--- config.mk ---
export PLATFORM = sky130hd
export DESIGN_NAME = rf_frontend_config_regs
export DESIGN_NICKNAME = d
export VERILOG_FILES = /design/src/hdl/rf_frontend_pkg.sv /design/src/hdl/rf_frontend_config_regs.sv /design/src/hdl/rf_frontend_drive.sv
export SDC_FILE = /design/constraint.sdc
export NUM_CORES = 1
export LEC_CHECK = 0
export BUFFER_PORTS_ARGS = -buffer_cell sky130_fd_sc_hd__buf_2
export CAP_MARGIN = 25
export CORE_ASPECT_RATIO = 2
export CORE_MARGIN = 2
export CORE_UTILIZATION = 57
export DETAILED_ROUTE_END_ITERATION = 7
export PLACE_DENSITY = 0.81
export SYNTH_ARGS = -nofsm -noshare
export SYNTH_HDL_FRONTEND = slang
export SYNTH_SLANG_ARGS = --single-unit
--- constraint.sdc ---
create_clock -name CLK_I -period 2.8 [get_ports CLK_I]
set_clock_uncertainty 0.05 [all_clocks]
set_input_delay 0 -clock CLK_I [delete_from_list [all_inputs] [get_ports CLK_I]]
set_output_delay 0 -clock CLK_I [all_outputs]
set_load 0.005 [all_outputs]
--- src/hdl/rf_frontend_pkg.sv ---
package rf_frontend_pkg;

    localparam int ADDR_WIDTH = 7;
    localparam int DATA_WIDTH = 8;

    // Bit 6 of the address picks the second register space.
    localparam int SPACE_B_BIT = 6;

    localparam logic [6:0] OFS_CONVERSION_RESULT = 7'h25;
    localparam logic [6:0] OFS_TUNING_LEVEL_A = 7'h26;
    localparam logic [6:0] OFS_TUNING_LEVEL_B = 7'h27;
    localparam logic [6:0] OFS_TRANSMIT_DRIVE_SETUP = 7'h28;
    localparam logic [6:0] OFS_MODULATION_OPTIONS = 7'h68;
    localparam logic [6:0] OFS_BLOCK_STATUS = 7'h3f;

    localparam logic [7:0] RST_CONVERSION_RESULT = 8'h00;
    localparam logic [7:0] RST_TUNING_LEVEL = 8'h80;
    localparam logic [3:0] RST_DEPTH_CODE = 4'h7;
    localparam logic [3:0] RST_RES_CODE = 4'h0;
    localparam logic RST_REG_OFF = 1'b0;
    localparam logic RST_EXT_POL = 1'b0;
    localparam logic RST_EXT_EN = 1'b0;
    localparam logic RST_DRV_EN = 1'b1;
    localparam logic RST_RES_EN = 1'b0;

    localparam int DEPTH_POS = 4;
    localparam int RES_POS = 0;
    localparam int REG_OFF_POS = 7;
    localparam int EXT_POL_POS = 6;
    localparam int EXT_EN_POS = 5;
    localparam int DRV_EN_POS = 4;
    localparam int RES_EN_POS = 3;
    localparam int FRESH_POS = 0;
    localparam int REFUSED_POS = 1;

    localparam logic [3:0] RES_CODE_HIGHZ = 4'hf;
    localparam logic [3:0] DEPTH_LINEAR_LAST = 4'ha;
    localparam logic [5:0] DEPTH_BASE_PCT = 6'h05;

    typedef struct packed {
        logic [3:0] depth;
        logic [3:0] res;
    } tx_drive_type;

    typedef struct packed {
        logic reg_off;
        logic ext_pol;
        logic ext_en;
        logic drv_en;
        logic res_en;
    } mod_opt_type;

    typedef struct packed {
        logic [7:0] tuning_a;
        logic [7:0] tuning_b;
        tx_drive_type tx;
        mod_opt_type mod;
    } fe_cfg_type;

    typedef struct packed {
        logic [5:0] depth_pct;
        logic [7:0] res_x10;
        logic highz;
        logic regulator_am;
        logic resistive_am;
        logic [6:0] resistive_level;
        logic driver_load_mod;
        logic ext_pin;
    } fe_drive_type;

endpackage : rf_frontend_pkg

--- src/hdl/rf_frontend_config_regs.sv ---
// The address-and-strobe port is this design's own decision.
`timescale 1ns/10ps
// Operation
// - Read-only register shows latest conversion result.
// - Tuning A register drives converter, resets 80h.
// - Tuning B register drives converter, resets 80h.
// - Depth code maps to listed percentages, reset 7.
// - Resistance code maps to table, reset zero.
// - Regulator modulation off bit, zero means enabled.
// - Polarity bit selects external pin active level.
// - Enable bit gates modulation onto external pin.
// - Driver load modulation enable, set at reset.
// - Resistive modulation enable selects separate level.
module rf_frontend_config_regs
    import rf_frontend_pkg::*;
(
    input wire logic CLK_I,
    input wire logic RESETN_I,
    input wire logic [ADDR_WIDTH-1:0] ADDR_I,
    input wire logic [DATA_WIDTH-1:0] WDATA_I,
    input wire logic WR_I,
    input wire logic RD_I,
    output logic [DATA_WIDTH-1:0] RDATA_O,
    input wire logic ADC_DONE_I,
    input wire logic [7:0] ADC_DATA_I,
    input wire logic MOD_ACTIVE_I,
    input wire logic LOAD_MOD_I,
    input wire logic [6:0] RESISTIVE_MODULATION_LEVEL_I,
    output logic [7:0] TUNING_LEVEL_A_O,
    output logic [7:0] TUNING_LEVEL_B_O,
    output logic [3:0] MODULATION_DEPTH_CODE_O,
    output logic [5:0] MODULATION_DEPTH_PCT_O,
    output logic [3:0] DRIVER_RES_CODE_O,
    output logic [7:0] DRIVER_RES_X10_O,
    output logic DRIVER_HIGHZ_O,
    output logic REGULATOR_MODULATION_O,
    output logic RESISTIVE_MODULATION_O,
    output logic [6:0] RESISTIVE_MODULATION_LEVEL_O,
    output logic DRIVER_MODULATION_O,
    output logic EXTERNAL_MODULATION_PIN_O
);

    typedef enum logic [5:0] {
        SEL_NONE = 6'h01,
        SEL_CONV = 6'h02,
        SEL_TUNE_A = 6'h04,
        SEL_TUNE_B = 6'h08,
        SEL_TX = 6'h10,
        SEL_MOD = 6'h20,
        SEL_STATUS = 6'h00
    } reg_sel_type;

    // The status register gets its own code outside the one-hot set so the
    // decode stays a single lookup shared by reads and writes.
    function automatic reg_sel_type decode(input logic [ADDR_WIDTH-1:0] a);
        reg_sel_type s;
        s = SEL_NONE;
        unique case (a)
            OFS_CONVERSION_RESULT: s = SEL_CONV;
            OFS_TUNING_LEVEL_A: s = SEL_TUNE_A;
            OFS_TUNING_LEVEL_B: s = SEL_TUNE_B;
            OFS_TRANSMIT_DRIVE_SETUP: s = SEL_TX;
            OFS_MODULATION_OPTIONS: s = SEL_MOD;
            OFS_BLOCK_STATUS: s = SEL_STATUS;
            default: s = SEL_NONE;
        endcase
        return s;
    endfunction : decode

    function automatic logic [7:0] pack_mod(input mod_opt_type m);
        logic [7:0] v;
        v = 8'h00;
        v[REG_OFF_POS] = m.reg_off;
        v[EXT_POL_POS] = m.ext_pol;
        v[EXT_EN_POS] = m.ext_en;
        v[DRV_EN_POS] = m.drv_en;
        v[RES_EN_POS] = m.res_en;
        return v;
    endfunction : pack_mod

    reg_sel_type wr_sel;
    reg_sel_type rd_sel;
    logic wr_hit;

    fe_cfg_type cfg_r;
    fe_cfg_type cfg_nxt;
    logic [7:0] tune_a_r;
    logic [7:0] tune_a_nxt;
    logic [7:0] tune_b_r;
    logic [7:0] tune_b_nxt;
    tx_drive_type tx_r;
    tx_drive_type tx_nxt;
    mod_opt_type mod_r;
    mod_opt_type mod_nxt;
    logic [7:0] conv_r;
    logic [7:0] conv_nxt;
    logic fresh_r;
    logic fresh_nxt;
    logic refused_r;
    logic refused_nxt;
    logic [7:0] rdata_r;
    logic [7:0] rdata_nxt;
    fe_drive_type drive;

    assign wr_sel = decode(ADDR_I);
    assign rd_sel = decode(ADDR_I);
    assign wr_hit = WR_I && (wr_sel != SEL_NONE) && (wr_sel != SEL_CONV);

    // Tuning level A feeds the first tuning converter as stored.
    always_comb
    begin
        tune_a_nxt = tune_a_r;
        if (WR_I && (wr_sel == SEL_TUNE_A))
        begin
            tune_a_nxt = WDATA_I;
        end
    end

    always_ff @(posedge CLK_I or negedge RESETN_I)
    begin
        if (!RESETN_I)
        begin
            tune_a_r <= RST_TUNING_LEVEL;
        end
        else
        begin
            tune_a_r <= tune_a_nxt;
        end
    end

    // Tuning level B feeds the second tuning converter as stored.
    always_comb
    begin
        tune_b_nxt = tune_b_r;
        if (WR_I && (wr_sel == SEL_TUNE_B))
        begin
            tune_b_nxt = WDATA_I;
        end
    end

    always_ff @(posedge CLK_I or negedge RESETN_I)
    begin
        if (!RESETN_I)
        begin
            tune_b_r <= RST_TUNING_LEVEL;
        end
        else
        begin
            tune_b_r <= tune_b_nxt;
        end
    end

    // Transmit drive setup: depth code above, resistance code below.
    always_comb
    begin
        tx_nxt = tx_r;
        if (WR_I && (wr_sel == SEL_TX))
        begin
            tx_nxt.depth = WDATA_I[DEPTH_POS +: 4];
            tx_nxt.res = WDATA_I[RES_POS +: 4];
        end
    end

    always_ff @(posedge CLK_I or negedge RESETN_I)
    begin
        if (!RESETN_I)
        begin
            tx_r.depth <= RST_DEPTH_CODE;
            tx_r.res <= RST_RES_CODE;
        end
        else
        begin
            tx_r <= tx_nxt;
        end
    end

    // Only the five defined option bits are stored, so the low three bits
    // of a write are dropped and can only read back as zero.
    always_comb
    begin
        mod_nxt = mod_r;
        if (WR_I && (wr_sel == SEL_MOD))
        begin
            mod_nxt.reg_off = WDATA_I[REG_OFF_POS];
            mod_nxt.ext_pol = WDATA_I[EXT_POL_POS];
            mod_nxt.ext_en = WDATA_I[EXT_EN_POS];
            mod_nxt.drv_en = WDATA_I[DRV_EN_POS];
            mod_nxt.res_en = WDATA_I[RES_EN_POS];
        end
    end

    always_ff @(posedge CLK_I or negedge RESETN_I)
    begin
        if (!RESETN_I)
        begin
            mod_r.reg_off <= RST_REG_OFF;
            mod_r.ext_pol <= RST_EXT_POL;
            mod_r.ext_en <= RST_EXT_EN;
            mod_r.drv_en <= RST_DRV_EN;
            mod_r.res_en <= RST_RES_EN;
        end
        else
        begin
            mod_r <= mod_nxt;
        end
    end

    // The drive stage decodes the next configuration, so a write reaches
    // the front end at the same edge that stores it.
    assign cfg_nxt = '{tuning_a: tune_a_nxt, tuning_b: tune_b_nxt,
                       tx: tx_nxt, mod: mod_nxt};
    assign cfg_r = '{tuning_a: tune_a_r, tuning_b: tune_b_r,
                     tx: tx_r, mod: mod_r};

    // Conversion capture.
    always_comb
    begin
        conv_nxt = conv_r;
        if (ADC_DONE_I)
        begin
            conv_nxt = ADC_DATA_I;
        end
    end

    always_ff @(posedge CLK_I or negedge RESETN_I)
    begin
        if (!RESETN_I)
        begin
            conv_r <= RST_CONVERSION_RESULT;
        end
        else
        begin
            conv_r <= conv_nxt;
        end
    end

    // Fresh-result flag. A completed conversion wins over the clear made
    // by reading the result in the same cycle, so no result goes unseen.
    always_comb
    begin
        fresh_nxt = fresh_r;
        if (RD_I && (rd_sel == SEL_CONV))
        begin
            fresh_nxt = 1'b0;
        end
        if (ADC_DONE_I)
        begin
            fresh_nxt = 1'b1;
        end
    end

    always_ff @(posedge CLK_I or negedge RESETN_I)
    begin
        if (!RESETN_I)
        begin
            fresh_r <= 1'b0;
        end
        else
        begin
            fresh_r <= fresh_nxt;
        end
    end

    // Refused-write flag, cleared by writing one to its status bit. Writes
    // to the result or to holes change nothing but are flagged, and a new
    // refusal wins over a clear in the same cycle.
    always_comb
    begin
        refused_nxt = refused_r;
        if (WR_I && (wr_sel == SEL_STATUS) && WDATA_I[REFUSED_POS])
        begin
            refused_nxt = 1'b0;
        end
        if (WR_I && !wr_hit && (wr_sel != SEL_STATUS))
        begin
            refused_nxt = 1'b1;
        end
    end

    always_ff @(posedge CLK_I or negedge RESETN_I)
    begin
        if (!RESETN_I)
        begin
            refused_r <= 1'b0;
        end
        else
        begin
            refused_r <= refused_nxt;
        end
    end

    // Read data stand only in the cycle after the read strobe.
    always_comb
    begin
        rdata_nxt = 8'h00;
        if (RD_I)
        begin
            unique case (rd_sel)
                SEL_CONV: rdata_nxt = conv_r;
                SEL_TUNE_A: rdata_nxt = cfg_r.tuning_a;
                SEL_TUNE_B: rdata_nxt = cfg_r.tuning_b;
                SEL_TX: rdata_nxt = {cfg_r.tx.depth, cfg_r.tx.res};
                SEL_MOD: rdata_nxt = pack_mod(cfg_r.mod);
                SEL_STATUS:
                begin
                    rdata_nxt[FRESH_POS] = fresh_r;
                    rdata_nxt[REFUSED_POS] = refused_r;
                end
                SEL_NONE: rdata_nxt = 8'h00;
            endcase
        end
    end

    always_ff @(posedge CLK_I or negedge RESETN_I)
    begin
        if (!RESETN_I)
        begin
            rdata_r <= 8'h00;
        end
        else
        begin
            rdata_r <= rdata_nxt;
        end
    end

    // The target-mode resistances live outside this bank; driver load
    // modulation assumes software set them before entering target mode.
    rf_frontend_drive u_drive
    (
        .clk_i(CLK_I),
        .resetn_i(RESETN_I),
        .cfg_nxt_i(cfg_nxt),
        .mod_active_i(MOD_ACTIVE_I),
        .load_mod_i(LOAD_MOD_I),
        .res_level_i(RESISTIVE_MODULATION_LEVEL_I),
        .drive_o(drive)
    );

    assign RDATA_O = rdata_r;
    assign TUNING_LEVEL_A_O = cfg_r.tuning_a;
    assign TUNING_LEVEL_B_O = cfg_r.tuning_b;
    assign MODULATION_DEPTH_CODE_O = cfg_r.tx.depth;
    assign DRIVER_RES_CODE_O = cfg_r.tx.res;
    assign MODULATION_DEPTH_PCT_O = drive.depth_pct;
    assign DRIVER_RES_X10_O = drive.res_x10;
    assign DRIVER_HIGHZ_O = drive.highz;
    assign REGULATOR_MODULATION_O = drive.regulator_am;
    assign RESISTIVE_MODULATION_O = drive.resistive_am;
    assign RESISTIVE_MODULATION_LEVEL_O = drive.resistive_level;
    assign DRIVER_MODULATION_O = drive.driver_load_mod;
    assign EXTERNAL_MODULATION_PIN_O = drive.ext_pin;

endmodule : rf_frontend_config_regs

--- src/hdl/rf_frontend_drive.sv ---
`timescale 1ns/10ps
module rf_frontend_drive
    import rf_frontend_pkg::*;
(
    input wire logic clk_i,
    input wire logic resetn_i,
    input wire fe_cfg_type cfg_nxt_i,
    input wire logic mod_active_i,
    input wire logic load_mod_i,
    input wire logic [6:0] res_level_i,
    output fe_drive_type drive_o
);

    function automatic logic [5:0] depth_pct(input logic [3:0] code);
        logic [5:0] pct;
        pct = 6'h00;
        if (code <= DEPTH_LINEAR_LAST)
        begin
            pct = DEPTH_BASE_PCT + {2'b00, code};
        end
        else
        begin
            unique case (code)
                4'hb: pct = 6'h11;
                4'hc: pct = 6'h13;
                4'hd: pct = 6'h16;
                4'he: pct = 6'h1a;
                default: pct = 6'h28;
            endcase
        end
        return pct;
    endfunction : depth_pct

    // Resistance in tenths of the unit driver resistance; zero when open.
    function automatic logic [7:0] res_x10(input logic [3:0] code);
        logic [7:0] r;
        r = 8'h00;
        unique case (code)
            4'h0: r = 8'h0a;
            4'h1: r = 8'h14;
            4'h2: r = 8'h29;
            4'h3, 4'h4: r = 8'h53;
            4'hf: r = 8'h00;
            default: r = 8'hab;
        endcase
        return r;
    endfunction : res_x10

    // Reset shows the decoded reset codes, so the converted outputs agree
    // with the stored codes from the first cycle after reset on; the
    // modulation gates rest low because their inputs are not yet known.
    localparam fe_drive_type DRIVE_RST = fe_drive_type'({
        depth_pct(RST_DEPTH_CODE),
        res_x10(RST_RES_CODE),
        (RST_RES_CODE == RES_CODE_HIGHZ),
        11'h000});

    fe_drive_type drive_r;
    fe_drive_type drive_nxt;

    // Computed from the next configuration so that a write shows on the
    // outputs right after the edge that stores it, not one edge later.
    always_comb
    begin
        drive_nxt = '0;
        drive_nxt.depth_pct = depth_pct(cfg_nxt_i.tx.depth);
        drive_nxt.res_x10 = res_x10(cfg_nxt_i.tx.res);
        drive_nxt.highz = (cfg_nxt_i.tx.res == RES_CODE_HIGHZ);
        drive_nxt.regulator_am = ~cfg_nxt_i.mod.reg_off
                                 & mod_active_i;
        drive_nxt.resistive_am = cfg_nxt_i.mod.res_en
                                 & mod_active_i;
        drive_nxt.resistive_level = cfg_nxt_i.mod.res_en ? res_level_i
                                                         : 7'h00;
        drive_nxt.driver_load_mod = cfg_nxt_i.mod.drv_en
                                    & load_mod_i;
        // Disabled pin rests at its inactive level for the chosen polarity.
        drive_nxt.ext_pin = (cfg_nxt_i.mod.ext_en & load_mod_i)
                            ^ cfg_nxt_i.mod.ext_pol;
    end

    always_ff @(posedge clk_i or negedge resetn_i)
    begin
        if (!resetn_i)
        begin
            drive_r <= DRIVE_RST;
        end
        else
        begin
            drive_r <= drive_nxt;
        end
    end

    assign drive_o = drive_r;

endmodule : rf_frontend_drive

==> results_tabular.tex <==
\begin{tabular}{lr}
\hline
Metric & Value \\
\hline
\multicolumn{2}{l}{\textbf{Critical path}} \\
\quad Setup Crit Path Kind & in2reg \\
\quad Setup crit start kind & primary input \\
\quad Minimum setup slack among reg-to-reg paths & 1.32 ns \\
\quad Worst EP arrival & 1.66 ns \\
\quad Maximum net fanout on the critical path & 34 \\
\quad Depth of the worst register-to-register path & 4 \\
\quad Worst reg2reg endpoint & u\_drive.drive\_o[23] \\
\quad Critical Path Sink Type & flip-flop \\
\quad Crit path required time & 2.94 ns \\
\quad Startpoint of the worst-slack reg-to-reg timing path & MODULATION\_DEPTH\_CODE\_O[1] \\
\multicolumn{2}{l}{\textbf{Global routing}} \\
\quad Congestion Overflow GR & 0 \\
\quad Via count of the first global-routing pass & 2,816 \\
\quad Number of antenna violations at the first check in global routing & 0 \\
\quad Maximum number of pins on one net before global-route repair & 74 \\
\quad Total GRT Usage & 25.22\% \\
\quad First-pass GRT wire length & 13.46 mm \\
\multicolumn{2}{l}{\textbf{Clock network}} \\
\quad Sink Count & 73 \\
\quad Clock latency on the worst-skew pair & 0.33 ns \\
\quad Clock tree from TritonCTS & built \\
\quad Clock-pin transition on the worst setup and hold timing paths & 0.06 ns \\
\quad Count of H-tree levels built during CTS & 3 \\
\quad Cell chosen for the clock root & sky130\_fd\_sc\_hd\_\_clkbuf\_16 \\
\quad Number of buffers added by the clock tree synthesis step & 9 \\
\quad Clock tree buffer depth & 2 \\
\multicolumn{2}{l}{\textbf{Worst hold path}} \\
\quad Kind of path behind the tightest hold check & in2reg \\
\quad Worst Hold End & refused\_r \\
\quad Hold path cells & 3 \\
\quad Hold path start & ADDR\_I[1] \\
\multicolumn{2}{l}{\textbf{Timing}} \\
\quad Max\_slew headroom & 52.50\% \\
\quad Final worst slack & 1.279 ns \\
\quad Unrepaired setup endpoints after global routing & no \\
\quad Final setup fails & 0 \\
\quad Final Cycle Share & 54.32\% \\
\quad TNS Setup & 0 ns \\
\quad Clock period minus final worst setup slack & 1.521 ns \\
\quad Slew of the pin with the lowest slew margin & 0.7095 ns \\
\quad Max frequency & 657.5 MHz \\
\quad Number of failing hold endpoints at the final stage & 0 \\
\quad Max-slew violation count & 0 \\
\multicolumn{2}{l}{\textbf{Logic synthesis}} \\
\quad Top-count cell post-synth & sky130\_fd\_sc\_hd\_\_dfrtp\_1 \\
\quad Net count after synthesis & 355 \\
\quad Number of storage elements in the synthesis netlist & 73 \\
\quad Primary FF master, synth & sky130\_fd\_sc\_hd\_\_dfrtp\_1 \\
\quad Area share of the leading cell type in the synthesized netlist & 42.34\% \\
\quad Syn Std Cell Area & 3724 um2 \\
\quad Yosys Warn Count & 0 \\
\quad Synth top area cells & sky130\_fd\_sc\_hd\_\_dfrtp\_1 42\%, sky130\_fd\_sc\_hd\_\_mux2\_2 15\%, sky130\_fd\_sc\_hd\_\_dfstp\_2 7.1\%, sky130\_fd\_sc\_hd\_\_buf\_4 5.0\%, sky130\_fd\_sc\_hd\_\_nand2\_1 1.8\% \\
\quad Area leader, netlist & sky130\_fd\_sc\_hd\_\_dfrtp\_1 \\
\quad List of most frequent post-synthesis cells & 63 x sky130\_fd\_sc\_hd\_\_dfrtp\_1, 49 x sky130\_fd\_sc\_hd\_\_mux2\_2, 25 x sky130\_fd\_sc\_hd\_\_buf\_4 \\
\quad Post-synth EDFFs & 0 \\
\quad Proportion of register bits with asynchronous set or reset after synthesis & 100.0\% \\
\quad Cell count after synthesis & 318 \\
\quad Sequential area share after synthesis & 49.40\% \\
\quad Yosys cell types & 52 \\
\quad Mean instance size in the synthesized netlist & 11.71 um2 \\
\multicolumn{2}{l}{\textbf{Place}} \\
\quad Half-perimeter wire length after detailed placement & 5.690 mm \\
\quad IO Port Bufs & 94 \\
\quad Placed cell count & 448 \\
\quad Total placed instance area & 3999 um2 \\
\quad Routability-driven placement congestion ratio & 0.8064 \\
\quad Pre-CTS setup slack & 0.9719 ns \\
\multicolumn{2}{l}{\textbf{Die}} \\
\quad Die extent in x & 61.15 um \\
\quad Placement Rows & 41 \\
\quad Effective utilization at floorplan & 59.01\% \\
\quad Area of the die & 7234 um2 \\
\quad Num ports & 95 \\
\quad Overall die height & 118.3 um \\
\quad Area of the core region & 6310 um2 \\
\multicolumn{2}{l}{\textbf{Route}} \\
\quad Routed length per placed instance & 17.04 um \\
\quad Detailed route wirelength on metal3 & 354 um \\
\quad Residual antenna-violating net count after detailed routing & 0 \\
\quad DR vias & 2,683 \\
\quad Total wire length after detailed routing & 8.316 mm \\
\quad Via density per instance & 5.498 \\
\quad Met2 wire length & 4.623 mm \\
\quad Detailed-routing wirelength on met1 & 3.074 mm \\
\quad Number of remaining DRC errors & 0 \\
\quad Detailed Route Iter0 Violations & 84 \\
\quad 1st-pass router iterations & 4 \\
\quad Top layer reached by signal wires & met4 \\
\multicolumn{2}{l}{\textbf{Layout}} \\
\quad Final Net Count & 434 \\
\quad Antenna diode count & 0 \\
\quad Proportion of layout cells with a drive suffix above 1 & 46.52\% \\
\quad FILL cells & 439 \\
\quad Fin cells & 488 \\
\quad Post-layout instance area & 4554 um2 \\
\quad Final design utilization & 72.18\% \\
\quad Layout area overhead & 22.31\% \\
\multicolumn{2}{l}{\textbf{Run status}} \\
\quad Result of the run & finished clean \\
\multicolumn{2}{l}{\textbf{Power and ir drop}} \\
\quad Leakage power & 0.002210 uW \\
\quad Worst ir drop on vdd & 0.5761 mV \\
\quad Power density relative to cell area & 604.7 nW/um2 \\
\multicolumn{2}{l}{\textbf{Run}} \\
\quad Max-cap violations & 0 \\
\hline
\end{tabular}
[stage by stage]
step / power [uW] / hold slack, ns
6_report: 2754 / 0.02042
5_1_grt: 2865 / 0.02391
4_1_cts: 2778 / 0.005304
3_5_place_dp: 1542 / 0.005621
3_3_place_gp: 1527 / 0.0004819
2_1_floorplan: 1431 / -0.3456
[layout by cell type (no fill, tap or decap), types with 4 or more instances in the layout]
| cell | count |
|---|---|
| sky130_fd_sc_hd__nand3_1 | 5 |
| sky130_fd_sc_hd__nor2_1 | 7 |
| sky130_fd_sc_hd__nor2b_1 | 6 |
| sky130_fd_sc_hd__nor3_1 | 4 |
| sky130_fd_sc_hd__xnor2_1 | 5 |
| sky130_fd_sc_hd__dfrtp_1 | 63 |
| sky130_fd_sc_hd__a21o_1 | 4 |
| sky130_fd_sc_hd__o21ai_0 | 10 |
| sky130_fd_sc_hd__mux2_2 | 49 |
| sky130_fd_sc_hd__nand2b_1 | 4 |
| sky130_fd_sc_hd__a21oi_1 | 11 |
| sky130_fd_sc_hd__a211oi_1 | 7 |
| sky130_fd_sc_hd__dfstp_2 | 10 |
| sky130_fd_sc_hd__buf_2 | 94 |
| sky130_fd_sc_hd__nand2_1 | 18 |
| sky130_fd_sc_hd__dlygate4sd3_1 | 24 |
| sky130_fd_sc_hd__a22oi_1 | 6 |
| sky130_fd_sc_hd__nand4_1 | 7 |
| sky130_fd_sc_hd__clkbuf_16 | 9 |
| sky130_fd_sc_hd__nor2b_2 | 7 |
[cell families (layout without fill, tap and decap cells)]
kind of cell | Yosys count | in the layout | synth area share, %
AO/OA/AOI/OAI | 52 | 52 | 9.443
XOR/XNOR | 8 | 8 | 1.882
buffers and inverters | 54 | 138 | 8.972
flip-flops | 73 | 73 | 49.40
multiplexers | 54 | 54 | 16.63
AND/OR/NAND/NOR | 77 | 77 | 13.68
[area by class of cell]
cell class                 count  area (um2)  area share [%]
multi-input combinational    191        1550           34.04
tap                           86       107.6           2.363
clock inverter                 3       65.06           1.429
inverter                       3       11.26          0.2473
timing repair buffer         119       730.7           16.04
sequential                    73        1839           40.38
clock buffer                  13       250.2           5.495
[registers in the layout, indices dropped and copies added (netlist names)]
name / count
MODULATION_DEPTH_CODE_O: 4
refused_r: 1
fresh_r: 1
cfg_r: 5
conv_r: 8
TUNING_LEVEL_A_O: 8
TUNING_LEVEL_B_O: 8
RDATA_O: 8
u_drive.drive_o: 26
DRIVER_RES_CODE_O: 4
[power by group]
part / switching, uW / leakage (uW) / total (uW) / internal, uW
logic: 159 / 0.00112 / 343 / 184
clock network: 400 / 0.000154 / 1200 / 803
registers: 64.8 / 0.000934 / 1210 / 1140
total: 623 / 0.00221 / 2750 / 2130
[worst max-delay path by stage]
stage               startpoint             endpoint  slack [ns]
floorplan            ADDR_I[4]             cfg_r[0]        1.33
global placement     ADDR_I[6]  TUNING_LEVEL_A_O[0]        1.05
detailed placement   ADDR_I[0]  u_drive.drive_o[17]        0.97
CTS                  ADDR_I[6]  TUNING_LEVEL_A_O[4]        1.31
global route         ADDR_I[0]  u_drive.drive_o[17]        1.15
finish               ADDR_I[0]  u_drive.drive_o[17]        1.28
[worst max-delay path: stages]
cell	delay (ns)
sky130_fd_sc_hd__buf_2	0.21
sky130_fd_sc_hd__nor3_1	0.40
sky130_fd_sc_hd__nand3_4	0.39
sky130_fd_sc_hd__a2111oi_0	0.56
sky130_fd_sc_hd__a211oi_1	0.10
[layer usage]
metal | GRT usage, % | vias to the layer above
met5 | 0 | -
met4 | 12.36 | 0
met3 | 6.346 | 21
met2 | 42.42 | 90
met1 | 28.04 | 1311
li1 | - | 1261
[what timing repair did]
action                                 in CTS  in global routing
setup buffers                               0                  0
hold buffers                               24                  0
endpoints found under the hold margin      98                  0
resized for setup                           0                  0
Power figures use the tool's default switching activity.
